<file path="config.mk">
export PLATFORM = sky130hd
export DESIGN_NAME = epb_programmer
export DESIGN_NICKNAME = d
export VERILOG_FILES = /design/src/logic/epb_pkg.sv /design/src/logic/epb_programmer.sv
export SDC_FILE = /design/constraint.sdc
export NUM_CORES = 1
export LEC_CHECK = 0
export ABC_AREA = 1
export CAP_MARGIN = 30
export CORE_MARGIN = 3
export CORE_UTILIZATION = 55
export DETAILED_ROUTE_END_ITERATION = 7
export DONT_BUFFER_PORTS = 1
export GPL_TIMING_DRIVEN = 0
export PLACE_DENSITY = 0.79
export REMOVE_ABC_BUFFERS = 1
export SYNTH_ARGS = -nofsm -noshare
export SYNTH_HDL_FRONTEND = slang
export SYNTH_SLANG_ARGS = --single-unit
</file>
<file path="constraint.sdc">
create_clock -name mclk -period 3.04 [get_ports mclk]
set_input_delay 0 -clock mclk [delete_from_list [all_inputs] [get_ports mclk]]
set_output_delay 0 -clock mclk [all_outputs]
set_load 0.005 [all_outputs]
</file>
<file path="src/logic/epb_pkg.sv">
// Constants, timing and state codes for the byte programming controller
package epb_pkg;

	// Array shape and counter width
	localparam int ADDR_W   = 14;
	localparam int DATA_W   = 8;
	localparam int NUM_DEV  = 4;
	localparam int CNT_W    = 24;

	// Clock rate and printed times in their own units
	localparam int CLK_MHZ       = 200;
	localparam int INIT_PULSE_US = 1000;
	localparam int STD_PULSE_US  = 50000;
	localparam int SETUP_NS      = 2000;

	// Derived cycle counts
	localparam int INIT_PULSE_CYC_DEF = INIT_PULSE_US * CLK_MHZ;
	localparam int STD_PULSE_CYC_DEF  = STD_PULSE_US * CLK_MHZ;
	localparam logic [CNT_W-1:0] SETUP_CYC = CNT_W'((SETUP_NS * CLK_MHZ + 999) / 1000);
	localparam logic [CNT_W-1:0] SYNC_CYC  = 24'h000002;

	// Fast method limits
	localparam logic [3:0] MAX_INIT_PULSES = 4'hf;
	localparam logic [5:0] OVER_MS_PER_X   = 6'h04;

	// Operations requested by the user side
	typedef enum logic [1:0] {
		EPB_OP_STD   = 2'h0,
		EPB_OP_FAST  = 2'h1,
		EPB_OP_CHECK = 2'h2
	} epb_op_t;

	// Sequencer states, Gray coded along the main path
	typedef enum logic [3:0] {
		EPB_IDLE   = 4'h0,
		EPB_VCCUP  = 4'h1,
		EPB_VPPUP  = 4'h3,
		EPB_SETUP  = 4'h2,
		EPB_PULSE  = 4'h6,
		EPB_HOLD   = 4'h7,
		EPB_VERIFY = 4'h5,
		EPB_SAMPLE = 4'h4,
		EPB_VPPDN  = 4'hc,
		EPB_VCCDN  = 4'hd
	} epb_state_t;

endpackage

</file>
<file path="src/logic/epb_programmer.sv">
// Programming controller that drives the EPROM pins and supply switches
`timescale 1ns/1ps
module epb_programmer #(
	parameter logic [epb_pkg::CNT_W-1:0] INIT_PULSE_CYC = epb_pkg::CNT_W'(epb_pkg::INIT_PULSE_CYC_DEF),
	parameter logic [epb_pkg::CNT_W-1:0] STD_PULSE_CYC  = epb_pkg::CNT_W'(epb_pkg::STD_PULSE_CYC_DEF)
) (
	// Clock and reset
	input  wire logic                        mclk,
	input  wire logic                        rst,
	// User command side
	input  wire logic                        startReq,
	input  wire epb_pkg::epb_op_t            opSel,
	input  wire logic [epb_pkg::ADDR_W-1:0]  addrIn,
	input  wire logic [epb_pkg::DATA_W-1:0]  dataIn,
	input  wire logic [epb_pkg::NUM_DEV-1:0] devSel,
	output logic                             busy,
	output logic                             done,
	output logic                             passed,
	output logic                             failed,
	output logic [3:0]                       iterCount,
	output logic [epb_pkg::DATA_W-1:0]       readData,
	// EPROM pins
	output logic [epb_pkg::ADDR_W-1:0]       epAddr,
	output logic [epb_pkg::DATA_W-1:0]       epDataOut,
	output logic                             epDataOe,
	input  wire logic [epb_pkg::DATA_W-1:0]  epDataIn,
	output logic [epb_pkg::NUM_DEV-1:0]      chipSelectN,
	output logic                             outputGateN,
	output logic                             program_strobe_n,
	// Supply switches
	output logic                             vccOn,
	output logic                             vccProg,
	output logic                             vppProg
);
	import epb_pkg::*;

	typedef struct packed {
		epb_state_t          state;
		epb_op_t             op;
		logic [CNT_W-1:0]    cnt;
		logic [3:0]          iter;
		logic [5:0]          units;
		logic                over;
		logic [ADDR_W-1:0]   addr;
		logic [DATA_W-1:0]   data;
		logic [NUM_DEV-1:0]  sel;
		logic [NUM_DEV-1:0]  csN;
		logic                oeN;
		logic                pgmN;
		logic                dOe;
		logic                vcc;
		logic                vcc6;
		logic                vpp;
		logic                busy;
		logic                done;
		logic                pass;
		logic                fail;
		logic [DATA_W-1:0]   rdata;
		logic [DATA_W-1:0]   sync1;
		logic [DATA_W-1:0]   sync2;
	} epb_regs_t;

	epb_regs_t st_r;
	epb_regs_t st_nxt;

	// Last cycle of a wait of lim cycles
	function automatic logic expired(input logic [CNT_W-1:0] c, input logic [CNT_W-1:0] lim);
		return (c + 24'h000001) >= lim;
	endfunction

	// Next state and outputs
	always_comb begin
		st_nxt       = st_r;
		st_nxt.done  = 1'b0;
		st_nxt.cnt   = st_r.cnt + 24'h000001;
		// Pin data passes two flops before anything reads it
		st_nxt.sync1 = epDataIn;
		st_nxt.sync2 = st_r.sync1;
		unique case (st_r.state)
			EPB_IDLE: begin
				st_nxt.cnt = '0;
				if (startReq) begin
					st_nxt.op    = opSel;
					st_nxt.addr  = addrIn;
					st_nxt.data  = dataIn;
					st_nxt.sel   = devSel;
					st_nxt.iter  = 4'h0;
					st_nxt.over  = 1'b0;
					st_nxt.busy  = 1'b1;
					st_nxt.pass  = 1'b0;
					st_nxt.fail  = 1'b0;
					st_nxt.vcc   = 1'b1;
					// Check reads at 5 V, program work at 6 V
					st_nxt.vcc6  = (opSel != EPB_OP_CHECK);
					st_nxt.state = EPB_VCCUP;
				end
			end
			EPB_VCCUP: begin
				if (expired(st_r.cnt, SETUP_CYC)) begin
					st_nxt.cnt = '0;
					if (st_r.op == EPB_OP_CHECK) begin
						st_nxt.state = EPB_VERIFY;
					end else begin
						st_nxt.vpp   = 1'b1;
						st_nxt.state = EPB_VPPUP;
					end
				end
			end
			EPB_VPPUP: begin
				if (expired(st_r.cnt, SETUP_CYC)) begin
					st_nxt.cnt   = '0;
					st_nxt.state = EPB_SETUP;
				end
			end
			EPB_SETUP: begin
				// Drive byte and hold select low before any strobe
				st_nxt.dOe = 1'b1;
				st_nxt.oeN = 1'b1;
				st_nxt.csN = ~st_r.sel;
				if (expired(st_r.cnt, SETUP_CYC)) begin
					st_nxt.cnt   = '0;
					st_nxt.pgmN  = 1'b0;
					st_nxt.state = EPB_PULSE;
					if (st_r.op == EPB_OP_FAST && !st_r.over) begin
						st_nxt.iter = st_r.iter + 4'h1;
					end
				end
			end
			EPB_PULSE: begin
				if (st_r.op == EPB_OP_STD) begin
					// Nominal width, well under the 55 ms ceiling
					if (expired(st_r.cnt, STD_PULSE_CYC)) begin
						st_nxt.pgmN  = 1'b1;
						st_nxt.cnt   = '0;
						st_nxt.state = EPB_HOLD;
					end
				end else if (expired(st_r.cnt, INIT_PULSE_CYC)) begin
					st_nxt.cnt = '0;
					// Overprogram runs as a chain of 1 ms units, 4 to 60 of them
					if (!st_r.over || st_r.units == 6'h01) begin
						st_nxt.pgmN  = 1'b1;
						st_nxt.state = EPB_HOLD;
					end else begin
						st_nxt.units = st_r.units - 6'h01;
					end
				end
			end
			EPB_HOLD: begin
				// Data stays driven past the strobe edge
				if (expired(st_r.cnt, SETUP_CYC)) begin
					st_nxt.cnt = '0;
					st_nxt.dOe = 1'b0;
					if (st_r.over) begin
						st_nxt.pass  = 1'b1;
						st_nxt.vpp   = 1'b0;
						st_nxt.state = EPB_VPPDN;
					end else begin
						st_nxt.state = EPB_VERIFY;
					end
				end
			end
			EPB_VERIFY: begin
				// Bus released first so the device can drive it
				st_nxt.dOe  = 1'b0;
				st_nxt.pgmN = 1'b1;
				st_nxt.csN  = ~st_r.sel;
				st_nxt.oeN  = 1'b0;
				if (expired(st_r.cnt, SETUP_CYC)) begin
					st_nxt.cnt   = '0;
					st_nxt.state = EPB_SAMPLE;
				end
			end
			EPB_SAMPLE: begin
				// Wait out the synchroniser before comparing
				if (expired(st_r.cnt, SYNC_CYC + 24'h000001)) begin
					st_nxt.cnt   = '0;
					st_nxt.rdata = st_r.sync2;
					st_nxt.oeN   = 1'b1;
					if (st_r.op == EPB_OP_CHECK) begin
						st_nxt.pass  = (st_r.sync2 == st_r.data);
						st_nxt.fail  = (st_r.sync2 != st_r.data);
						st_nxt.csN   = '1;
						st_nxt.vcc   = 1'b0;
						st_nxt.state = EPB_VCCDN;
					end else if (st_r.op == EPB_OP_STD) begin
						// A one that reads back zero can never be repaired
						st_nxt.pass  = (st_r.sync2 == st_r.data);
						st_nxt.fail  = (st_r.sync2 != st_r.data);
						st_nxt.vpp   = 1'b0;
						st_nxt.state = EPB_VPPDN;
					end else if (st_r.sync2 == st_r.data) begin
						st_nxt.over  = 1'b1;
						st_nxt.units = 6'(OVER_MS_PER_X * {2'h0, st_r.iter});
						st_nxt.state = EPB_SETUP;
					end else if (st_r.iter == MAX_INIT_PULSES) begin
						st_nxt.fail  = 1'b1;
						st_nxt.vpp   = 1'b0;
						st_nxt.state = EPB_VPPDN;
					end else begin
						st_nxt.state = EPB_SETUP;
					end
				end
			end
			EPB_VPPDN: begin
				// Select returns high to inhibit once Vpp is on its way down
				st_nxt.csN = '1;
				if (expired(st_r.cnt, SETUP_CYC)) begin
					st_nxt.cnt   = '0;
					st_nxt.vcc   = 1'b0;
					st_nxt.state = EPB_VCCDN;
				end
			end
			EPB_VCCDN: begin
				st_nxt.vcc6 = 1'b0;
				if (expired(st_r.cnt, SETUP_CYC)) begin
					st_nxt.cnt   = '0;
					st_nxt.busy  = 1'b0;
					st_nxt.done  = 1'b1;
					st_nxt.state = EPB_IDLE;
				end
			end
			default: begin
				// Illegal code: drop to a safe, unpowered idle
				st_nxt       = '0;
				st_nxt.csN   = '1;
				st_nxt.oeN   = 1'b1;
				st_nxt.pgmN  = 1'b1;
				st_nxt.state = EPB_IDLE;
			end
		endcase
	end

	// State register, inhibited and unpowered after reset
	always_ff @(posedge mclk) begin
		if (rst) begin
			st_r       <= '0;
			st_r.csN   <= '1;
			st_r.oeN   <= 1'b1;
			st_r.pgmN  <= 1'b1;
			st_r.state <= EPB_IDLE;
		end else begin
			st_r <= st_nxt;
		end
	end

	// Outputs straight from the state register
	assign busy             = st_r.busy;
	assign done             = st_r.done;
	assign passed           = st_r.pass;
	assign failed           = st_r.fail;
	assign iterCount        = st_r.iter;
	assign readData         = st_r.rdata;
	assign epAddr           = st_r.addr;
	assign epDataOut        = st_r.data;
	assign epDataOe         = st_r.dOe;
	assign chipSelectN      = st_r.csN;
	assign outputGateN      = st_r.oeN;
	assign program_strobe_n = st_r.pgmN;
	assign vccOn            = st_r.vcc;
	assign vccProg          = st_r.vcc6;
	assign vppProg          = st_r.vpp;

endmodule

</file>
# == Yosys cells after proc, flatten, opt, wreduce, memory -nomap -nowiden ==
# Cells that the tools add are included.
# op_classes
add_sub_neg,3
multipliers,0
div,0
n_lt_le_gt_ge,4
n_eq_ne,43
n_shift,0
n_mux,83
bitwise_logic,16
reduce_logical,39
# ops
op,count
two-way mux 24 bit,5
case mux 24 bit (4 select lines),1
two-way mux 4 bit,20
case mux 26 bit (2 select lines),1
OR reduction 7 bit,6
inequality test 2 bit (second input constant),20
case mux 4 bit (10 select lines),1
OR reduction 8 bit,4
two-way mux 28 bit,1
two-way mux 7 bit,4
two-way mux 27 bit,1
adder 24 x 1 -> 24 bit (second input constant),1
>= comparator 24 x 18 -> 1 bit (second input constant),1
>= comparator 24 x 2 -> 1 bit (second input constant),1
>= comparator 24 bit (second input constant),1
>= comparator 24 x 9 -> 1 bit (second input constant),1
two-way mux 6 bit,4
case mux 4 bit (3 select lines),2
two-way mux 1 bit,23
inequality test 3 bit (second input constant),6
case mux 1 bit (3 select lines),6
case mux 6 bit (3 select lines),1
OR reduction 9 bit,2
equality test 4 x 3 -> 1 bit (second input constant),4
other kinds (37),71
# totals
register_bits,105
latchBits,0
mem_bits_rw,0
rom_bits,0
input_bits,39
output_inout_bits,48
word_cells,211
n_memories,0

# == Logic depth before layout (Yosys ltp) ==
# logic_depth
ltp_word,7
depth_mapped,20
depth_no_buf,19

# == Worst setup path before layout ==
# No wires, ideal clock.
# synth_path
path_type,flip-flop to flip-flop
from,register st_r[76] (netlist name)
to,register st_r[93] (netlist name)
setup_ns,0.125
arrival_ns,2.193
t_required_ns,2.915
path_slack_ns,0.723
path_stages_with_launch,15
n_path_buf,1
period_less_slack_ns,2.317
path_cell_list,dfxtp_1 ha_1 inv_1 nor2_8 nand3_1 nor2_2 xnor2_1 nand3_1 nor2_1 nand2_1 nand2_1 nand3_2 o21ai_4 buf_6 nor2_2
# synth_via
elab_chain_cells,5
elab_cells_between_ends,12
cone_classes,add/sub (1); order compare (4); mux (7)
# synth_lines
element,line_no,rtl
start: declaration,epb_programmer.sv:63,epb_regs_t st_r;
start signal: assignment,epb_programmer.sv:242,st_r <= st_nxt;
adder 24 x 1 -> 24 bit *,"epb_programmer.sv:68, epb_programmer.sv:75",
>= comparator 24 x 18 -> 1 bit or >= comparator 24 bit (tied branches),epb_programmer.sv:68,return (c + 24'h000001) >= lim;
two-way mux 24 bit (on tied branches),"epb_programmer.sv:137, epb_programmer.sv:132",
two-way mux 24 bit,epb_programmer.sv:130,if (st_r.op == EPB_OP_STD) begin
case mux 24 bit (4 select lines) *,epb_programmer.sv:79,unique case (st_r.state)
# Every way passes the cells marked *; elsewhere a longest branch is shown, timed or not. The select of a mux whose other input is x is not followed.
# A chain may end at the register's enable or synchronous reset.

# == Worst setup path after layout ==
# layout_path
from,register st_r[104] (netlist name)
to,register st_r (netlist bit iterCount[1])
# layout_via
elab_chain_cells,4
elab_cells_between_ends,17
cone_classes,eq/ne (12); mux (1); bitwise (1); reduce/logical (3)
# layout_lines
element,line_no
equality test 4 bit (tied with other cells),epb_programmer.sv:79
OR reduction 8 bit (no line),n/a
inverter 1 bit (no line),n/a
AND reduction 4 bit (no line),n/a
# Parallel ways exist; a longest one is shown, timed or not.

==> results.md <==
- Status: finished clean
- Worst-margin pin slew: around 910 ps
- Share of synthesized flip-flops with an asynchronous set or reset: 0%
- Distinct cell type count after synthesis: 41
- Final setup violating endpoints: 0
- Internal Power: 0.00303 W
- CP startpoint kind: flip-flop
- Tcrit/Tclk final: about nine tenths
- Vias in the first global route: 5153
- Critical path class: flip-flop to flip-flop
- Die Area: 12200 um^2
- Min-Delay Path Depth: 4
- Yosys reg bits: approximately 110
- Initial core utilization: 57.4%
- Worst setup EP type: flip-flop
- Cell count after synthesis: 889
- Fin Hold WS: between 90 and 100 ps
- Hold Path Origin: startReq
- Max_slew headroom: 39.2%
- Max Cap Viol: 0
- Ports: between 80 and 90
- Clock skew: ~19 ps
- R2R Path Start: st_r[104]$_SDFFE_PP0P_
- DR iter-0 viols: around 370
- IR drop worst, VDD: ~860 uV
- Fraction of layout cells with a size suffix above 1: between 10% and 20%
- Fillers: between 900 and 1k
- Root Buffer: clkbuf_8
- Vias per inst: approximately 5.3
- Combinational power share: 48.2%
- Via Count: ~5.4k
- Number of flops mapped to enable cells by yosys: 0
- P_leak: ~2.8 nW
- Clock tree buffer depth: 2
- Worst EP required: around 3400 ps
- Detail Route Antenna Nets: 0
- Clock H-tree levels: 3
- Tot GR Track Use: between 20 and 25%
- Core Util, Final: a little over three fifths
- Final slew viol count: 0
- First-pass GRT wire length: ~25 mm
- Max Freq: around 0.36 GHz
- Syn Area/Cell: between 6 and 7 um^2
- Top FF cell, synth: dfxtp_1
- Total negative slack: 0 ps
- Hpwl dp: just over 10 mm
- Worst-Skew Late Latency: about 400 ps
- HP Class: primary input to flip-flop
- Switching Share: roughly 46%
- Critical path's slowest cell: dfxtp_1
- Worst reg2reg setup slack: about 280 ps
- R2R depth: 10
- Final Hold Fails: 0
- Crit-path max cell delay: 390 ps
- Mean routed wirelength per cell: roughly 15 um
- P&R area growth vs syn: 9.50%
- Clock slew at reported path FFs: approximately 120 ps
- Largest net degree at the start of global routing: 37
- Hold path endpoint: vccOn$_SDFFE_PP0P_
- Clock Power Share: between 10% and 20%
- Initial antenna violation count: 0
- Area occupied by multi-input gates: ~3100 um^2
- Core Area: roughly 10000 um^2
- RD Place Congestion: 0.944
- CP Max Fanout: 31
- ANT cells: 0
- Worst path cell trace: nor2_1, inv_1, nor2_4, inv_1, nor2_1, inv_2, nand2_1, buf_16, nand2_1, a211oi_1
- Register share of total power: a little over a third
- Final WL: about 15 mm
- Reg area: about 2100 um^2
- DRT Pass-1 Iters: 5
- RR Endpoint: iterCount[1]$_SDFFE_PP0P_
- Post-Syn Area: ~6000 um^2
- Tmin final: around 2800 ps
- Net Sw Power: between 0.002 and 0.003 W
- CP arrival: about 3100 ps
- Post-route DRC: 0
- Yosys warning total: 0
- Die Span Y: approximately 110 um
- Number of cell rows: 37
- Seq/Total Area, Yosys: 35.0%
- Pwr dens: 854 nW/um^2
- Nets: 934
- Clock sinks: roughly 110
- Die X: between 100 and 150 um
- Buffers on Ports: 0
- GRT overflow: 0
- CTS tree: built
- Num CTS Buffers: 9
-- routing by layer --
layer / wire length [um] / GRT usage (%)
met5: 0 / 0
met3: 1140 / 6.63
met4: 246 / 6.40
met1: 6670 / 31.8
met2: 7270 / 41.0
-- kinds of logic (layout without fill, tap and decap cells) --
group,after synthesis,count (layout),synth area share (%)
AOI/OAI and AO/OA,128,129,11.5
xor gates and xnor gates,13,13,1.90
adders and majority gates,5,5,1.04
buffers and inverters,178,182,14.0
DFF,105,105,35.0
and+or+nand+nor,460,461,36.5
-- cells in the mapped netlist, types with 5 or more instances --
cell	n	area, um^2
ha_1	5	62.6
nand4_1	12	75.1
nand3_2	5	50.1
nand2_1	174	653
o21ai_0	28	140
clkbuf_1	17	63.8
buf_4	38	285
nand2_4	5	56.3
nor2_2	27	169
o21ai_1	5	25.0
a21oi_1	77	385
dfxtp_1	105	2100
xnor2_1	9	78.8
nand3_1	36	180
nand2_2	6	37.5
inv_1	109	409
nor2_4	8	90.1
inv_2	6	22.5
nor2_1	137	514
nor3_1	31	155
a211oi_1	8	60.1
-- per-stage QoR --
stage,area [um^2],std cells,worst slack [ps],power [W]
final,6580,1031,280,0.00561
after global routing,6580,1031,-11.5,0.00605
after CTS,6460,1022,129,0.00538
after detailed placement,5820,966,-485,0.00435
after global placement,5770,964,-1570,0.00420
after floorplan,5600,828,-222,0.00370
-- critical path: cells and delay by family, from the launching register on --
kind,cells,cell delay (ps)
AO/OA/AOI/OAI,1,300
buffers and inverters,4,690
flip-flops,1,390
AND/OR/NAND/NOR,5,1260
-- worst max-delay path by stage --
stage	from	end	slack, ps	cells after the start
after floorplan	st_r[104]$_SDFFE_PP0P_	iterCount[1]$_SDFFE_PP0P_	-220	9
after global placement	st_r[104]$_SDFFE_PP0P_	iterCount[3]$_SDFFE_PP0P_	-1570	7
after CTS	st_r[75]$_SDFF_PP0_	st_r[80]$_SDFF_PP0_	130	13
after global routing	st_r[75]$_SDFF_PP0_	st_r[104]$_SDFFE_PP0P_	-10	15
after detailed placement	st_r[104]$_SDFFE_PP0P_	iterCount[1]$_SDFFE_PP0P_	-480	8
final	st_r[104]$_SDFFE_PP0P_	iterCount[1]$_SDFFE_PP0P_	280	10
-- flip-flops by register name, summed over array words and instances, names as in the netlist --
register	cells
busy	1
chipSelectN	4
done	1
epAddr	14
epDataOe	1
epDataOut	8
failed	1
iterCount	4
outputGateN	1
passed	1
program_strobe_n	1
readData	8
st_r	57
vccOn	1
vccProg	1
vppProg	1
-- placed cells by master, fill, tap and decap left out, drive strengths merged --
cell         synthesis  routed
a21oi               77      77
nor3b                1       1
xnor2                9       9
or2                  3       3
a31oi                3       3
o21ai               35      36
nor3                33      34
clkbuf              17       9
clkinv               2       6
nand3               44      44
and2                 1       1
o21bai               2       2
buf                 44      11
nand3b               1       1
a211oi               8       8
dlygate4sd3          0      38
inv                115     118
ha                   5       5
and3                 1       1
o22ai                1       1
nand2              185     185
a2111oi              1       1
nor2               175     175
nand4               12      12
a32oi                1       1
dfxtp              105     105
nor4                 4       4
xor2                 4       4
-- power groups by stage --
| stage | Clock [W] | Combinational (W) | Sequential, W |
|---|---|---|---|
| 2_1_floorplan | 0 | 0.00178 | 0.00192 |
| 3_3_place_gp | 0 | 0.00219 | 0.00201 |
| 3_5_place_dp | 0 | 0.00233 | 0.00202 |
| 4_1_cts | 0.000932 | 0.00245 | 0.00199 |
| 5_1_grt | 0.000983 | 0.00303 | 0.00203 |
| 6_report | 0.000914 | 0.00271 | 0.00199 |
-- what timing repair did --
item / 4_1_cts / 5_1_grt
hold endpoints to repair: 45 / 3
endpoints found under the setup margin: 61 / 34
resized for setup: 4 / 4
pin swaps: 2 / 4
gates cloned: 2 / 0
setup buffers: 0 / 8
hold buffers: 38 / 1
-- cell type report --
type / instances / share of cell area [%]
multi-input cells: 608 / 47.4
flip-flops and latches: 105 / 32.0
repair buffers: 49 / 8.03
inverters: 117 / 6.70
well taps: 136 / 2.59
clock buffers: 9 / 1.88
clock inverters: 7 / 1.43
Power figures use the tool's default switching activity.
